[config.mk]
export PLATFORM = sky130hd
export DESIGN_NAME = rcd_top
export DESIGN_NICKNAME = d
export VERILOG_FILES = /design/src/rcd_pkg.sv /design/src/rcd_top.sv /design/src/rcd_spi_byte.sv /design/src/rcd_opcode_class.sv
export VERILOG_INCLUDE_DIRS = /design/src
export SDC_FILE = /design/constraint.sdc
export NUM_CORES = 1
export LEC_CHECK = 0
export ABC_AREA = 1
export BUFFER_PORTS_ARGS = -buffer_cell sky130_fd_sc_hd__buf_2
export CORE_MARGIN = 2
export CORE_UTILIZATION = 45
export DETAILED_ROUTE_END_ITERATION = 16
export PLACE_DENSITY = 0.67
export SLEW_MARGIN = 40
export SYNTH_ARGS = -nofsm -noshare
export SYNTH_HDL_FRONTEND = slang
export SYNTH_SLANG_ARGS = --single-unit
[constraint.sdc]
create_clock -name CLK_SYS_I -period 1.6 [get_ports CLK_SYS_I]
set_input_delay 0.24 -clock CLK_SYS_I [delete_from_list [all_inputs] [get_ports CLK_SYS_I]]
set_output_delay 0.24 -clock CLK_SYS_I [all_outputs]
set_load 0.02 [all_outputs]
[src/rcd_defines.svh]
/*
 Opcode values, access patterns, action bit positions and timing counts
 of the radio command decoder. Assumes it is included by bare name.
*/
// Function
// - Sync opcode after reset brings the communications processor into step.
// - Radio-off opcode enters off state; radio-on opcode enters idle state.
// - Receive opcode enters receive state; transmit opcode enters transmit state.
// - Sleep opcode enters low-power sleep state.
// - Configure opcode applies radio settings from battery-backed memory.
// - Signal strength opcode runs one measurement.
// - Filter calibration opcode calibrates the intermediate-frequency filter.
// - Full reset opcode resets the hardware and leaves it asleep.
// - Load-init opcode prepares program RAM for a firmware download.
// - Load-done opcode after download resets the communications processor.
// - Image reject calibration runs only with its firmware module resident.
// - With encryption module, encrypt and decrypt act on payload in packet RAM.
// - With encryption module, decrypt-setup opcode initialises decryption variables.
// - Encryption opcodes do nothing with neither encryption nor coding module loaded.
// - With coding module, setup initialises encoding; encode appends check bytes.
// - With coding module, decode corrects errors; meaning follows resident module.
// - Memory address is 11 bits: top three in opcode, low eight next byte.
// - Sequential write data follows low address and fills consecutive locations.
// - Sequential read: opcode 00111xxx, low address, then one filler per byte.
// - Nonsequential writes use 00001xxx and nonsequential reads use 00101xxx.
// - Byte 0xff is no operation, for status polling and read filler.
`ifndef RCD_DEFINES_SVH
`define RCD_DEFINES_SVH

`define RCD_OP_SYNC 8'ha2
`define RCD_OP_OFF 8'hb0
`define RCD_OP_IDLE 8'hb1
`define RCD_OP_RX 8'hb2
`define RCD_OP_TX 8'hb5
`define RCD_OP_SLEEP 8'hba
`define RCD_OP_CONFIG 8'hbb
`define RCD_OP_RSSI 8'hbc
`define RCD_OP_IRCAL 8'hbd
`define RCD_OP_IFCAL 8'hbe
`define RCD_OP_LOAD_INIT 8'hbf
`define RCD_OP_LOAD_DONE 8'hc7
`define RCD_OP_HW_RESET 8'hc8
`define RCD_OP_MOD_ENC 8'hd0
`define RCD_OP_MOD_INIT 8'hd1
`define RCD_OP_MOD_DEC 8'hd2
`define RCD_OP_NOP 8'hff

`define RCD_PAT_SEQ_WR 5'h03
`define RCD_PAT_SEQ_RD 5'h07
`define RCD_PAT_RND_WR 5'h01
`define RCD_PAT_RND_RD 5'h05

`define RCD_ACT_W 14
`define RCD_ACT_SYNC 0
`define RCD_ACT_CONFIG 1
`define RCD_ACT_RSSI 2
`define RCD_ACT_IFCAL 3
`define RCD_ACT_LOAD_INIT 4
`define RCD_ACT_CP_RESET 5
`define RCD_ACT_HW_RESET 6
`define RCD_ACT_IRCAL 7
`define RCD_ACT_ENCRYPT 8
`define RCD_ACT_DEC_SETUP 9
`define RCD_ACT_DECRYPT 10
`define RCD_ACT_FEC_SETUP 11
`define RCD_ACT_FEC_ENC 12
`define RCD_ACT_FEC_DEC 13

`define RCD_ADDR_W 11
`define RCD_SYNC_STAGES 2

`endif

[src/rcd_pkg.sv]
/*
 Types shared by the radio command decoder modules.
 Assumes nothing beyond a SystemVerilog compiler.
*/
package rcd_pkg;

	typedef enum logic [2:0] {
		radio_off_state,
		radio_idle_state,
		receive_state,
		transmit_state,
		sleep_state
	} rcd_radio_t;

	typedef enum logic [2:0] {
		KIND_RADIO,
		KIND_SEQ_WR,
		KIND_SEQ_RD,
		KIND_RND_WR,
		KIND_RND_RD,
		KIND_NOP,
		KIND_NONE
	} rcd_kind_t;

	typedef enum logic [1:0] {
		SQ_OPCODE,
		SQ_ADDR,
		SQ_DATA
	} rcd_seq_t;

endpackage : rcd_pkg

[src/rcd_top.sv]
/*
 Radio command decoder: takes SPI bytes from the host, runs radio state
 changes, raises action pulses for the radio controller and drives a byte
 memory port for sequential and nonsequential accesses.
 Assumes the memory answers a read one clock after MEM_RE_O, the firmware
 residency flags come from logic on CLK_SYS_I, and STATUS_I is the status
 byte to shift out whenever no read data is due.
*/
`include "rcd_defines.svh"

module rcd_top import rcd_pkg::*; (
	// Clock and reset
	input wire logic CLK_SYS_I,
	input wire logic ARST_N_I,
	// SPI pins
	input wire logic SPI_SCLK_I,
	input wire logic SPI_CS_N_I,
	input wire logic SPI_MOSI_I,
	output logic SPI_MISO_O,
	output logic SPI_MISO_OE_N_O,
	// Controller state and firmware residency
	input wire logic [7:0] STATUS_I,
	input wire logic FW_IMG_CAL_I,
	input wire logic FW_AES_I,
	input wire logic FW_RS_I,
	// Memory port
	input wire logic [7:0] MEM_RDATA_I,
	output logic MEM_WE_O,
	output logic MEM_RE_O,
	output logic [`RCD_ADDR_W-1:0] MEM_ADDR_O,
	output logic [7:0] MEM_WDATA_O,
	// Radio controller
	output rcd_radio_t RADIO_STATE_O,
	output logic SYNCED_O,
	output logic [`RCD_ACT_W-1:0] ACTION_O
);

	logic [7:0] rx_byte;
	logic rx_done;
	logic frame_start;
	logic frame_end;
	rcd_kind_t kind;

	rcd_seq_t seq_q;
	rcd_kind_t mode_q;
	logic [2:0] hi_q;
	logic [`RCD_ADDR_W-1:0] addr_q;
	logic [`RCD_ADDR_W-1:0] full_addr;
	logic rd_valid_q;
	logic [7:0] tx_byte_q;
	logic tx_load_q;
	logic op_radio;

	////////////////////////////////////////////////////////////////////////
	// Byte link and first-byte classifier

	rcd_spi_byte u_spi (
		.clk_i(CLK_SYS_I),
		.arst_n_i(ARST_N_I),
		.sclk_i(SPI_SCLK_I),
		.cs_n_i(SPI_CS_N_I),
		.mosi_i(SPI_MOSI_I),
		.miso_o(SPI_MISO_O),
		.miso_oe_n_o(SPI_MISO_OE_N_O),
		.tx_byte_i(tx_byte_q),
		.tx_load_i(tx_load_q),
		.rx_byte_o(rx_byte),
		.rx_done_o(rx_done),
		.frame_start_o(frame_start),
		.frame_end_o(frame_end)
	);

	rcd_opcode_class u_class (
		.byte_i(rx_byte),
		.kind_o(kind)
	);

	// Low address byte joins the three bits kept from the opcode
	assign full_addr = {hi_q, rx_byte};

	// A radio opcode counts only as the first byte of a command
	assign op_radio = rx_done && seq_q == SQ_OPCODE && kind == KIND_RADIO;

	////////////////////////////////////////////////////////////////////////
	// Access sequencer. Each byte in opcode position is decoded on its
	// own, so several one-byte commands may share one chip select.
	always_ff @(posedge CLK_SYS_I or negedge ARST_N_I) begin
		if (!ARST_N_I) begin
			seq_q <= SQ_OPCODE;
			mode_q <= KIND_NONE;
			hi_q <= 3'h0;
		end else if (frame_end) begin
			seq_q <= SQ_OPCODE;
			mode_q <= KIND_NONE;
		end else if (rx_done) begin
			unique case (seq_q)
				SQ_OPCODE: begin
					if (kind inside {KIND_SEQ_WR, KIND_SEQ_RD,
							KIND_RND_WR, KIND_RND_RD}) begin
						seq_q <= SQ_ADDR;
						mode_q <= kind;
						hi_q <= rx_byte[2:0];
					end
				end
				SQ_ADDR: begin
					seq_q <= SQ_DATA;
				end
				SQ_DATA: begin
					if (mode_q inside {KIND_RND_WR, KIND_RND_RD}) begin
						seq_q <= SQ_ADDR;
					end
				end
			endcase
		end
	end

	////////////////////////////////////////////////////////////////////////
	// Memory port: write on each data byte, read ahead of each filler byte
	// so the answer is ready before its first bit leaves.
	always_ff @(posedge CLK_SYS_I or negedge ARST_N_I) begin
		if (!ARST_N_I) begin
			addr_q <= '0;
			MEM_ADDR_O <= '0;
			MEM_WDATA_O <= 8'h00;
			MEM_WE_O <= 1'b0;
			MEM_RE_O <= 1'b0;
		end else begin
			MEM_WE_O <= 1'b0;
			MEM_RE_O <= 1'b0;
			if (rx_done && !frame_end && seq_q == SQ_ADDR) begin
				unique case (mode_q)
					KIND_SEQ_RD: begin
						MEM_ADDR_O <= full_addr;
						MEM_RE_O <= 1'b1;
						addr_q <= full_addr + 11'h001;
					end
					KIND_RND_RD: begin
						MEM_ADDR_O <= full_addr;
						MEM_RE_O <= 1'b1;
					end
					default: begin
						addr_q <= full_addr;
					end
				endcase
			end else if (rx_done && !frame_end && seq_q == SQ_DATA) begin
				unique case (mode_q)
					KIND_SEQ_WR: begin
						MEM_ADDR_O <= addr_q;
						MEM_WDATA_O <= rx_byte;
						MEM_WE_O <= 1'b1;
						addr_q <= addr_q + 11'h001;
					end
					KIND_SEQ_RD: begin
						MEM_ADDR_O <= addr_q;
						MEM_RE_O <= 1'b1;
						addr_q <= addr_q + 11'h001;
					end
					KIND_RND_WR: begin
						MEM_ADDR_O <= addr_q;
						MEM_WDATA_O <= rx_byte;
						MEM_WE_O <= 1'b1;
					end
					default: begin
						MEM_RE_O <= 1'b0;
					end
				endcase
			end
		end
	end

	////////////////////////////////////////////////////////////////////////
	// Reply byte: status by default, replaced by read data when it lands.
	// Read data arrives later than the status load and so wins.
	always_ff @(posedge CLK_SYS_I or negedge ARST_N_I) begin
		if (!ARST_N_I) begin
			rd_valid_q <= 1'b0;
			tx_byte_q <= 8'h00;
			tx_load_q <= 1'b0;
		end else begin
			rd_valid_q <= MEM_RE_O;
			tx_load_q <= 1'b0;
			if (rd_valid_q) begin
				tx_byte_q <= MEM_RDATA_I;
				tx_load_q <= 1'b1;
			end else if (frame_start || rx_done) begin
				tx_byte_q <= STATUS_I;
				tx_load_q <= 1'b1;
			end
		end
	end

	////////////////////////////////////////////////////////////////////////
	// Radio state
	always_ff @(posedge CLK_SYS_I or negedge ARST_N_I) begin
		if (!ARST_N_I) begin
			RADIO_STATE_O <= sleep_state;
		end else if (op_radio) begin
			unique case (rx_byte)
				`RCD_OP_OFF: RADIO_STATE_O <= radio_off_state;
				`RCD_OP_IDLE: RADIO_STATE_O <= radio_idle_state;
				`RCD_OP_RX: RADIO_STATE_O <= receive_state;
				`RCD_OP_TX: RADIO_STATE_O <= transmit_state;
				`RCD_OP_SLEEP: RADIO_STATE_O <= sleep_state;
				`RCD_OP_HW_RESET: RADIO_STATE_O <= sleep_state;
				default: RADIO_STATE_O <= RADIO_STATE_O;
			endcase
		end
	end

	////////////////////////////////////////////////////////////////////////
	// Sync flag: lost whenever the processor is reset, so the host must
	// sync again after a full reset or a finished download.
	always_ff @(posedge CLK_SYS_I or negedge ARST_N_I) begin
		if (!ARST_N_I) begin
			SYNCED_O <= 1'b0;
		end else if (op_radio) begin
			if (rx_byte == `RCD_OP_SYNC) begin
				SYNCED_O <= 1'b1;
			end else if (rx_byte inside {`RCD_OP_HW_RESET, `RCD_OP_LOAD_DONE}) begin
				SYNCED_O <= 1'b0;
			end
		end
	end

	////////////////////////////////////////////////////////////////////////
	// One-cycle action pulses for the radio controller. Module opcodes
	// follow whichever module is resident; encryption is tried first.
	always_ff @(posedge CLK_SYS_I or negedge ARST_N_I) begin
		if (!ARST_N_I) begin
			ACTION_O <= '0;
		end else begin
			ACTION_O <= '0;
			if (op_radio) begin
				unique case (rx_byte)
					`RCD_OP_SYNC: ACTION_O[`RCD_ACT_SYNC] <= 1'b1;
					`RCD_OP_CONFIG: ACTION_O[`RCD_ACT_CONFIG] <= 1'b1;
					`RCD_OP_RSSI: ACTION_O[`RCD_ACT_RSSI] <= 1'b1;
					`RCD_OP_IFCAL: ACTION_O[`RCD_ACT_IFCAL] <= 1'b1;
					`RCD_OP_HW_RESET: ACTION_O[`RCD_ACT_HW_RESET] <= 1'b1;
					`RCD_OP_LOAD_INIT: ACTION_O[`RCD_ACT_LOAD_INIT] <= 1'b1;
					`RCD_OP_LOAD_DONE: ACTION_O[`RCD_ACT_CP_RESET] <= 1'b1;
					`RCD_OP_IRCAL: ACTION_O[`RCD_ACT_IRCAL] <= FW_IMG_CAL_I;
					`RCD_OP_MOD_ENC: begin
						ACTION_O[`RCD_ACT_ENCRYPT] <= FW_AES_I;
						ACTION_O[`RCD_ACT_FEC_ENC] <= FW_RS_I & ~FW_AES_I;
					end
					`RCD_OP_MOD_INIT: begin
						ACTION_O[`RCD_ACT_DEC_SETUP] <= FW_AES_I;
						ACTION_O[`RCD_ACT_FEC_SETUP] <= FW_RS_I & ~FW_AES_I;
					end
					`RCD_OP_MOD_DEC: begin
						ACTION_O[`RCD_ACT_DECRYPT] <= FW_AES_I;
						ACTION_O[`RCD_ACT_FEC_DEC] <= FW_RS_I & ~FW_AES_I;
					end
					default: ACTION_O <= '0;
				endcase
			end
		end
	end

endmodule : rcd_top

[src/rcd_spi_byte.sv]
/*
 SPI mode 0 byte slave, oversampled by the system clock.
 Assumes the pins are asynchronous and SCLK half period spans at least
 twelve system clocks, so a reply byte can be loaded between bytes.
*/
`include "rcd_defines.svh"

module rcd_spi_byte (
	// Clock and reset
	input wire logic clk_i,
	input wire logic arst_n_i,
	// Pins
	input wire logic sclk_i,
	input wire logic cs_n_i,
	input wire logic mosi_i,
	output logic miso_o,
	output logic miso_oe_n_o,
	// Byte side
	input wire logic [7:0] tx_byte_i,
	input wire logic tx_load_i,
	output logic [7:0] rx_byte_o,
	output logic rx_done_o,
	output logic frame_start_o,
	output logic frame_end_o
);

	// Idle pin levels {sclk, cs_n, mosi}; the synchroniser resets to them
	// so no false chip-select or clock edge follows reset
	localparam logic [2:0] PIN_IDLE = 3'b010;

	logic [2:0] pins;
	logic [2:0] pin_a_q;
	logic [2:0] pin_b_q;
	logic sclk_d_q;
	logic cs_n_d_q;
	logic [2:0] cnt_q;
	logic [7:0] sh_q;
	logic [7:0] tx_q;
	logic active;
	logic rise;
	logic fall;

	assign pins = {sclk_i, cs_n_i, mosi_i};

	////////////////////////////////////////////////////////////////////////
	// First stage feeds only the second stage
	generate
		for (genvar g = 0; g < 3; g++) begin : g_sync
			always_ff @(posedge clk_i or negedge arst_n_i) begin
				if (!arst_n_i) begin
					pin_a_q[g] <= PIN_IDLE[g];
					pin_b_q[g] <= PIN_IDLE[g];
				end else begin
					pin_a_q[g] <= pins[g];
					pin_b_q[g] <= pin_a_q[g];
				end
			end
		end
	endgenerate

	assign active = ~pin_b_q[1];
	assign rise = pin_b_q[2] & ~sclk_d_q;
	assign fall = ~pin_b_q[2] & sclk_d_q;

	always_ff @(posedge clk_i or negedge arst_n_i) begin
		if (!arst_n_i) begin
			sclk_d_q <= 1'b0;
			cs_n_d_q <= 1'b1;
			frame_start_o <= 1'b0;
			frame_end_o <= 1'b0;
		end else begin
			sclk_d_q <= pin_b_q[2];
			cs_n_d_q <= pin_b_q[1];
			frame_start_o <= cs_n_d_q & ~pin_b_q[1];
			frame_end_o <= ~cs_n_d_q & pin_b_q[1];
		end
	end

	////////////////////////////////////////////////////////////////////////
	// Receive shifter
	always_ff @(posedge clk_i or negedge arst_n_i) begin
		if (!arst_n_i) begin
			cnt_q <= 3'h0;
			sh_q <= 8'h00;
			rx_byte_o <= 8'h00;
			rx_done_o <= 1'b0;
		end else begin
			rx_done_o <= 1'b0;
			if (!active) begin
				cnt_q <= 3'h0;
			end else if (rise) begin
				sh_q <= {sh_q[6:0], pin_b_q[0]};
				cnt_q <= cnt_q + 3'h1;
				if (cnt_q == 3'h7) begin
					rx_byte_o <= {sh_q[6:0], pin_b_q[0]};
					rx_done_o <= 1'b1;
				end
			end
		end
	end

	////////////////////////////////////////////////////////////////////////
	// Transmit shifter; the falling edge at a byte boundary is skipped
	// because the next byte's first bit is already presented by the load.
	always_ff @(posedge clk_i or negedge arst_n_i) begin
		if (!arst_n_i) begin
			tx_q <= 8'h00;
			miso_o <= 1'b0;
			miso_oe_n_o <= 1'b1;
		end else begin
			miso_oe_n_o <= ~active;
			if (tx_load_i) begin
				tx_q <= tx_byte_i;
				miso_o <= tx_byte_i[7];
			end else if (active && fall && cnt_q != 3'h0) begin
				tx_q <= {tx_q[6:0], 1'b0};
				miso_o <= tx_q[6];
			end
		end
	end

endmodule : rcd_spi_byte

[src/rcd_opcode_class.sv]
/*
 Classifies a first byte into radio command, memory access, filler or unknown.
 Pure combinational; assumes the caller only looks at it on a first byte.
*/
`include "rcd_defines.svh"

module rcd_opcode_class import rcd_pkg::*; (
	// Byte in, class out
	input wire logic [7:0] byte_i,
	output rcd_kind_t kind_o
);

	always_comb begin
		kind_o = KIND_NONE;
		unique case (byte_i[7:3])
			`RCD_PAT_SEQ_WR: kind_o = KIND_SEQ_WR;
			`RCD_PAT_SEQ_RD: kind_o = KIND_SEQ_RD;
			`RCD_PAT_RND_WR: kind_o = KIND_RND_WR;
			`RCD_PAT_RND_RD: kind_o = KIND_RND_RD;
			default: begin
				if (byte_i == `RCD_OP_NOP) begin
					kind_o = KIND_NOP;
				end else if (byte_i inside {`RCD_OP_SYNC, `RCD_OP_OFF,
						`RCD_OP_IDLE, `RCD_OP_RX, `RCD_OP_TX, `RCD_OP_SLEEP,
						`RCD_OP_CONFIG, `RCD_OP_RSSI, `RCD_OP_IRCAL,
						`RCD_OP_IFCAL, `RCD_OP_LOAD_INIT, `RCD_OP_LOAD_DONE,
						`RCD_OP_HW_RESET, `RCD_OP_MOD_ENC, `RCD_OP_MOD_INIT,
						`RCD_OP_MOD_DEC}) begin
					kind_o = KIND_RADIO;
				end
			end
		endcase
	end

endmodule : rcd_opcode_class

Yosys cells after proc, flatten, opt, wreduce, memory -nomap -nowiden
Cells that the tools add are included.
{"block": "totals", "ff_bits": 105, "inputBits": 24, "output_inout_bits": 41, "elab_cells": 181}
{"block": "op_classes", "addsub": 3, "eq_ne": 36, "muxes": 58, "bitwise_logic": 12, "reduce_logical": 42}
{"cell": "8-bit equality test (second input constant)", "count": 17}
{"cell": "11-bit two-way mux", "count": 7}
{"cell": "1-bit two-way mux", "count": 30}
{"cell": "3-bit two-way mux", "count": 8}
{"cell": "2-bit nonzero test", "count": 12}
{"cell": "11-bit by 1-bit adder with 11-bit output (second input constant)", "count": 2}
{"cell": "11-bit one-hot mux with 2 select lines", "count": 1}
{"cell": "3-bit AND reduction", "count": 6}
{"cell": "8-bit two-way mux", "count": 2}
{"cell": "16-bit nonzero test", "count": 1}
{"cell": "3-bit one-hot mux with 5 select lines", "count": 1}
{"cell": "14-bit two-way mux", "count": 1}
{"cell": "7-bit two-way mux", "count": 2}
{"cell": "3-bit by 2-bit equality test with 1-bit output (second input constant)", "count": 4}
{"cell": "3-bit one-hot mux with 4 select lines", "count": 1}
{"cell": "5-bit by 3-bit equality test with 1-bit output (second input constant)", "count": 2}
{"cell": "3-bit equality test (second input constant)", "count": 3}
{"cell": "2-bit two-way mux", "count": 4}
{"cell": "2-bit OR reduction", "count": 4}
{"cell": "1-bit logical AND", "count": 7}
{"cell": "1-bit inverter", "count": 7}
{"cell": "3-bit by 1-bit equality test with 1-bit output (second input constant)", "count": 2}
{"cell": "2-bit one-hot mux with 3 select lines", "count": 1}
{"cell": "2-bit AND reduction", "count": 3}
{"cell": "other kinds (18)", "count": 23}

Longest topological paths before layout
{"block": "logic_depth", "word_depth": 11, "depth_mapped": 13, "mapped_depth_nobuf": 12}

Hierarchy
A second synthesis with hierarchy kept.
{"block": "hier_totals", "cells_unflattened": 677, "area_unflattened_um2": 5392.7}
{"module": "rcd_top", "instances": 1, "cells_per_inst": 459, "area_per_inst_um2": 3574.7, "seq_area_each_um2": 1705.4}
{"module": "rcd_spi_byte", "instances": 1, "cells_per_inst": 152, "area_per_inst_um2": 1525.2, "seq_area_each_um2": 929.6}
{"module": "rcd_opcode_class", "instances": 1, "cells_per_inst": 66, "area_per_inst_um2": 292.8, "seq_area_each_um2": 0.0}

Worst setup path after synthesis
OpenSTA, ideal clock, no wires.
{"block": "synth_timing", "path_type": "register to register", "from": "register u_spi.rx_byte_o[0]", "to": "register ACTION_O[10]", "setup_time_ps": 123, "t_arrival_ps": 1598, "required_time_ps": 1477, "path_slack_ps": -120, "path_stages_with_launch": 12, "n_path_buf": 1, "synth_period_minus_slack_ps": 1720, "cell_sequence": "dfrtp_1 -> inv_1 -> ha_1 -> inv_1 -> nor2_1 -> o21ai_0 -> nand2_1 -> nor2_2 -> nand2_4 -> nand2_4 -> buf_8 -> nor3_2"}
{"block": "synth_between", "elab_chain_len": 8, "word_cells_on_any_way": 25, "cone_classes": "eq/ne: 17; mux: 5; reduce/logical: 3"}
{"element": "start: declaration", "line": "rcd_spi_byte.sv:21", "source": "output logic [7:0] rx_byte_o,"}
{"element": "start signal: assignment", "line": "rcd_spi_byte.sv:95", "source": "rx_byte_o <= {sh_q[6:0], pin_b_q[0]};"}
{"element": "8-bit equality test (on tied branches)", "line": "rcd_opcode_class.sv:23, rcd_top.sv:234"}
{"element": "16-bit nonzero test", "line": "rcd_opcode_class.sv:23", "source": "end else if (byte_i inside {`RCD_OP_SYNC, `RCD_OP_OFF,"}
{"element": "3-bit two-way mux", "line": "rcd_opcode_class.sv:23"}
{"element": "3-bit two-way mux", "line": "rcd_opcode_class.sv:21", "source": "if (byte_i == `RCD_OP_NOP) begin"}
{"element": "3-bit one-hot mux with 4 select lines", "line": "rcd_opcode_class.sv:15", "source": "unique case (byte_i[7:3])"}
{"element": "3-bit zero test", "line": "rcd_top.sv:82", "source": "assign op_radio = rx_done && seq_q == SQ_OPCODE && kind == KIND_RADIO;"}
{"element": "1-bit logical AND", "line": "rcd_top.sv:82"}
{"element": "14-bit two-way mux *", "line": "rcd_top.sv:233", "source": "if (op_radio) begin"}
{"element": "end signal: indexed assignment", "line": "rcd_top.sv:245", "source": "ACTION_O[`RCD_ACT_FEC_ENC] <= FW_RS_I & ~FW_AES_I;"}
{"element": "end signal: indexed assignment", "line": "rcd_top.sv:249", "source": "ACTION_O[`RCD_ACT_FEC_SETUP] <= FW_RS_I & ~FW_AES_I;"}
{"element": "end signal: indexed assignment", "line": "rcd_top.sv:253", "source": "ACTION_O[`RCD_ACT_FEC_DEC] <= FW_RS_I & ~FW_AES_I;"}
{"element": "end: declaration", "line": "rcd_top.sv:35", "source": "output logic [`RCD_ACT_W-1:0] ACTION_O"}
Every way passes the cells marked *; elsewhere a longest branch is shown, timed or not.
A chain may end at the register's enable or synchronous reset.

Worst setup path after layout
{"block": "layout_timing", "from": "register u_spi.rx_byte_o[0]", "to": "register RADIO_STATE_O[1]"}
{"block": "layout_between", "elab_chain_len": 8, "word_cells_on_any_way": 27, "cone_classes": "eq/ne: 17; mux: 4; reduce/logical: 6"}
{"element": "8-bit equality test (on tied branches)", "line": "rcd_opcode_class.sv:23, rcd_top.sv:198"}
{"element": "16-bit nonzero test", "line": "rcd_opcode_class.sv:23"}
{"element": "3-bit two-way mux", "line": "rcd_opcode_class.sv:23"}
{"element": "3-bit two-way mux", "line": "rcd_opcode_class.sv:21"}
{"element": "3-bit one-hot mux with 4 select lines", "line": "rcd_opcode_class.sv:15"}
{"element": "3-bit zero test", "line": "rcd_top.sv:82"}
{"element": "1-bit logical AND", "line": "rcd_top.sv:82"}
{"element": "2-bit AND reduction (no line)"}
{"element": "end signal: assignment", "line": "rcd_top.sv:196", "source": "RADIO_STATE_O <= sleep_state;"}
{"element": "end signal: assignment", "line": "rcd_top.sv:199", "source": "`RCD_OP_OFF: RADIO_STATE_O <= radio_off_state;"}
{"element": "end signal: assignment", "line": "rcd_top.sv:200", "source": "`RCD_OP_IDLE: RADIO_STATE_O <= radio_idle_state;"}
{"element": "end: declaration", "line": "rcd_top.sv:33", "source": "output rcd_radio_t RADIO_STATE_O,"}
Parallel ways exist; a longest one is shown, timed or not.

==> summary.txt <==
Status
  • Status: finished with violations
  • Violations in the final reports: negative setup slack

Yosys
  • Dominant cell type by area after synthesis: sky130_fd_sc_hd__dfrtp_1
  • Cell count after synthesis: ~630
  • Seq cells post-synth: 105
  • Sequential-to-total area share from yosys stat: 51.30%
  • Share of the synthesized area in the top cell type: 48.23%
  • Cell variety after synth: 36
  • Synthesis Warnings: 0
  • Main area contributors after synthesis: sky130_fd_sc_hd__dfrtp_1, sky130_fd_sc_hd__nand2_1, sky130_fd_sc_hd__o21ai_0
  • Average footprint of a synthesized cell: 8.205 sq um
  • Post-Synthesis Net Count: 658
  • Cell Area, Synth: 5136 sq um

Job
  • # Max-Cap Violations: 0

Place
  • Number of placed instances, taps included: 895
  • Placer congestion estimate: 0.8961
  • Post-detailed-placement half-perimeter wirelength: 9496 microns
  • Count of buffers inserted at the top-level ports: 64

STA
  • Maximum frequency from static timing analysis: 591.1 MHz
  • Slew at the pin with the worst max-slew slack: approximately 530 ps
  • Final number of hold-violating endpoints: 0
  • Final-report setup violation count: 28
  • Final worst path period share: 105.7%
  • Unrepaired setup endpoints after global routing: yes
  • Worst Setup Slack, final: -91.71 ps
  • Total Negative Setup Slacks: -640.2 ps
  • Number of pins exceeding their max-slew limit in the final report: 0
  • Slew Limit Headroom: 64.57%
  • Final period demand of the worst path: 1692 ps
  • Layout Skew: ~12 ps

Pwr
  • Worst vdd rail ir drop: 0.6384 mV
  • Sequential power share: 52.6%
  • Ratio of total power to cell area: 745.3 nW/um^2
  • Relative contribution of the clock network to total power: between 40% and 50%
  • Switch share: 23.54%
  • Leakage power of the design: 3.556 nW
  • Internal Power: ~0.0041 W
  • Net Sw Power: 0.001276 W
  • Logic pwr share: 6.0%

Global routing
  • Largest net degree at the start of global routing: 36
  • Wire length of the first global-routing pass: 21540 microns
  • Total GRT Usage: 21.72%
  • Vias in the first global route: 4491
  • Remaining global-route overflow: 0
  • Antenna violations before repair: 0

CTS
  • Insertion delay of the later-clocked pin in the worst-skew pair: 360 ps
  • Clock H-tree levels: 3
  • CTS tree: built
  • Clock Sink Count: ~110
  • Clock slew seen by the registers of the worst setup and hold paths: about 70 ps
  • Number of CTS-inserted buffers: 9
  • Clock root buffer: sky130_fd_sc_hd__clkbuf_16
  • Number of buffers on the longest clock path: 2

Critical path
  • Required arrival time at the worst endpoint: about 1800 ps
  • Data arrival at the endpoint of the critical path: 1930 ps
  • Critical path capture point type: register
  • Maximum fanout along the worst path: 5
  • Critical path class: reg2reg
  • CP startpoint kind: register

Final layout
  • Number of nets in the finished design: approximately 820
  • Area growth from synthesis to final layout: 41.66%
  • Diode count: 0
  • Leading cell types in the layout, fill and taps excluded: sky130_fd_sc_hd__nand2_1, sky130_fd_sc_hd__dfrtp_1, sky130_fd_sc_hd__buf_4
  • Number of fill cells in the layout: 930
  • Most frequent standard cell in the layout excluding fill and tap cells: sky130_fd_sc_hd__nand2_1
  • Fraction of final layout cells with drive strength greater than 1: around 40%
  • Final cell count without fillers: 933

Floorplanning
  • Vertical extent of the die: 110.8 microns
  • Core Box Area: 11270 sq um
  • Top Ports: 65
  • DIE WIDTH: between 100 and 150 microns
  • Number of placement rows: 39
  • Die Outline Area: 12280 sq um
  • Initial core utilization: 45.57%

Route
  • Total iterations of the first detailed-routing run: 4
  • 1st-iter DRT viols: 290
  • Total wire length after detailed routing: around 14000 microns
  • Mean routed wirelength per cell: between 10 and 15 microns
  • Total via count in the routed design: 4743
  • Antenna-violating nets left: 0
  • Remaining routing DRC violations: 0
  • Post-detailed-route via-to-cell ratio: 5.084

Worst hold path
  • Class of the tightest hold or removal check: in2reg
==> critical path, stage by stage (launching register included) <==
cell,delay (ps)
sky130_fd_sc_hd__dfrtp_2,460
sky130_fd_sc_hd__inv_4,70
sky130_fd_sc_hd__ha_4,190
sky130_fd_sc_hd__nand3_2,100
sky130_fd_sc_hd__nor2_4,40
sky130_fd_sc_hd__nor2_1,110
sky130_fd_sc_hd__nand2_1,100
sky130_fd_sc_hd__nor2_4,150
sky130_fd_sc_hd__nand2_4,100
sky130_fd_sc_hd__buf_6,130
sky130_fd_sc_hd__nand4_1,70
sky130_fd_sc_hd__nand2_1,60
==> cell type report <==
class | count | area [sq um] | area share [%]
repair buffers | 168 | 1235 | 16.97
multi-input cells | 420 | 2584 | 35.51
flip-flops and latches | 105 | 2646 | 36.37
repair inverters | 1 | 6.256 | 0.08598
well taps | 143 | 178.9 | 2.459
clock buffers | 10 | 229.0 | 3.147
clock inverters | 6 | 73.82 | 1.015
inverters | 80 | 322.8 | 4.437
==> registers in the layout, indices dropped and copies added (netlist names), 2 cells and up <==
register,count
ACTION_O,14
MEM_WDATA_O,8
u_spi.pin_a_q,3
addr_q,11
tx_byte_q,8
RADIO_STATE_O,3
u_spi.sh_q,7
hi_q,3
u_spi.tx_q,7
mode_q,3
seq_q,2
u_spi.pin_b_q,3
MEM_ADDR_O,11
u_spi.cnt_q,3
u_spi.rx_byte_o,8
==> synthesized netlist by cell type (all sizes together) <==
library cell	instances
a31oi	18
nand3	41
clkinv	1
nand3b	3
xor2	3
o221ai	1
o21ai	60
clkbuf	10
o211ai	9
dfstp	6
a21oi	12
o21bai	1
ha	8
o21a	1
or3	1
mux2i	3
a22o	1
inv	79
nand4	5
dfrtp	99
a22oi	1
nand2	154
buf	11
a31o	1
nor2	85
nor3	12
==> path summary, 6_finish.rpt <==
check                                          startpoint  slack, ps                            to  depth (start not counted)
max                        u_spi.rx_byte_o[0]$_DFFE_PN0P_        -90  RADIO_STATE_O[1]$_DFFE_PN0P_                         11
max in group asynchronous                        ARST_N_I        680    u_spi.pin_a_q[1]$_DFF_PN1_                          3
max reg2reg                u_spi.rx_byte_o[0]$_DFFE_PN0P_        -90  RADIO_STATE_O[1]$_DFFE_PN0P_                         11
min in group asynchronous                        ARST_N_I        330          SYNCED_O$_DFFE_PN0P_                          2
min reg2reg                    u_spi.pin_a_q[2]$_DFF_PN0_        350    u_spi.pin_b_q[2]$_DFF_PN0_                          0
min                                           STATUS_I[2]        140      tx_byte_q[2]$_DFFE_PN0P_                          3
==> power by group through the flow <==
stage               logic, W  clock network [W]  registers [W]
global route        0.000382            0.00238        0.00287
detailed placement  0.000323                  0        0.00290
global placement    0.000309                  0        0.00289
finish              0.000328            0.00224        0.00285
CTS                 0.000334            0.00230        0.00285
floorplan           0.000157                  0        0.00289
==> cell families (layout without fill, tap and decap cells) <==
logic type	after synthesis	after routing	synth area share, %
XOR/XNOR	3	3	0.5117
adder cells (fa/ha/maj)	8	8	1.949
buffers and inverters	101	265	8.185
AND/OR/NAND/NOR	301	301	25.99
multiplexers	3	3	0.5847
AO/OA/AOI/OAI	105	105	11.47
flip-flops	105	105	51.30
==> repair_timing <==
item                       in CTS  in global routing
setup endpoints to repair      35                 45
gates resized for setup        42                113
hold endpoints to repair       23                  0
pin swaps                      20                 29
cloned                          0                  4
setup buffers                   5                  9
hold buffers                    4                  0
==> metal layers <==
layer	GRT usage, %	share of wire (%)
met1	28.35	43
met2	36.07	50
met3	4.593	5.2
met4	7.500	1.9
met5	0	0
==> stage by stage <==
stage	utilization, %	power, W	hold slack [ps]	instance area, sq um	setup slack [ps]
6_report	64.55	0.005423	135.4	7276	-91.71
5_1_grt	64.55	0.005633	146.5	7276	-176.0
4_1_cts	59.88	0.005484	129.8	6750	-56.43
3_5_place_dp	55.30	0.003222	165.0	6233	-158.0
3_3_place_gp	55.30	0.003202	159.6	6233	-147.0
2_1_floorplan	-	0.003048	-55.59	5191	7.614
No activity file was read; power rests on OpenSTA's default activity.
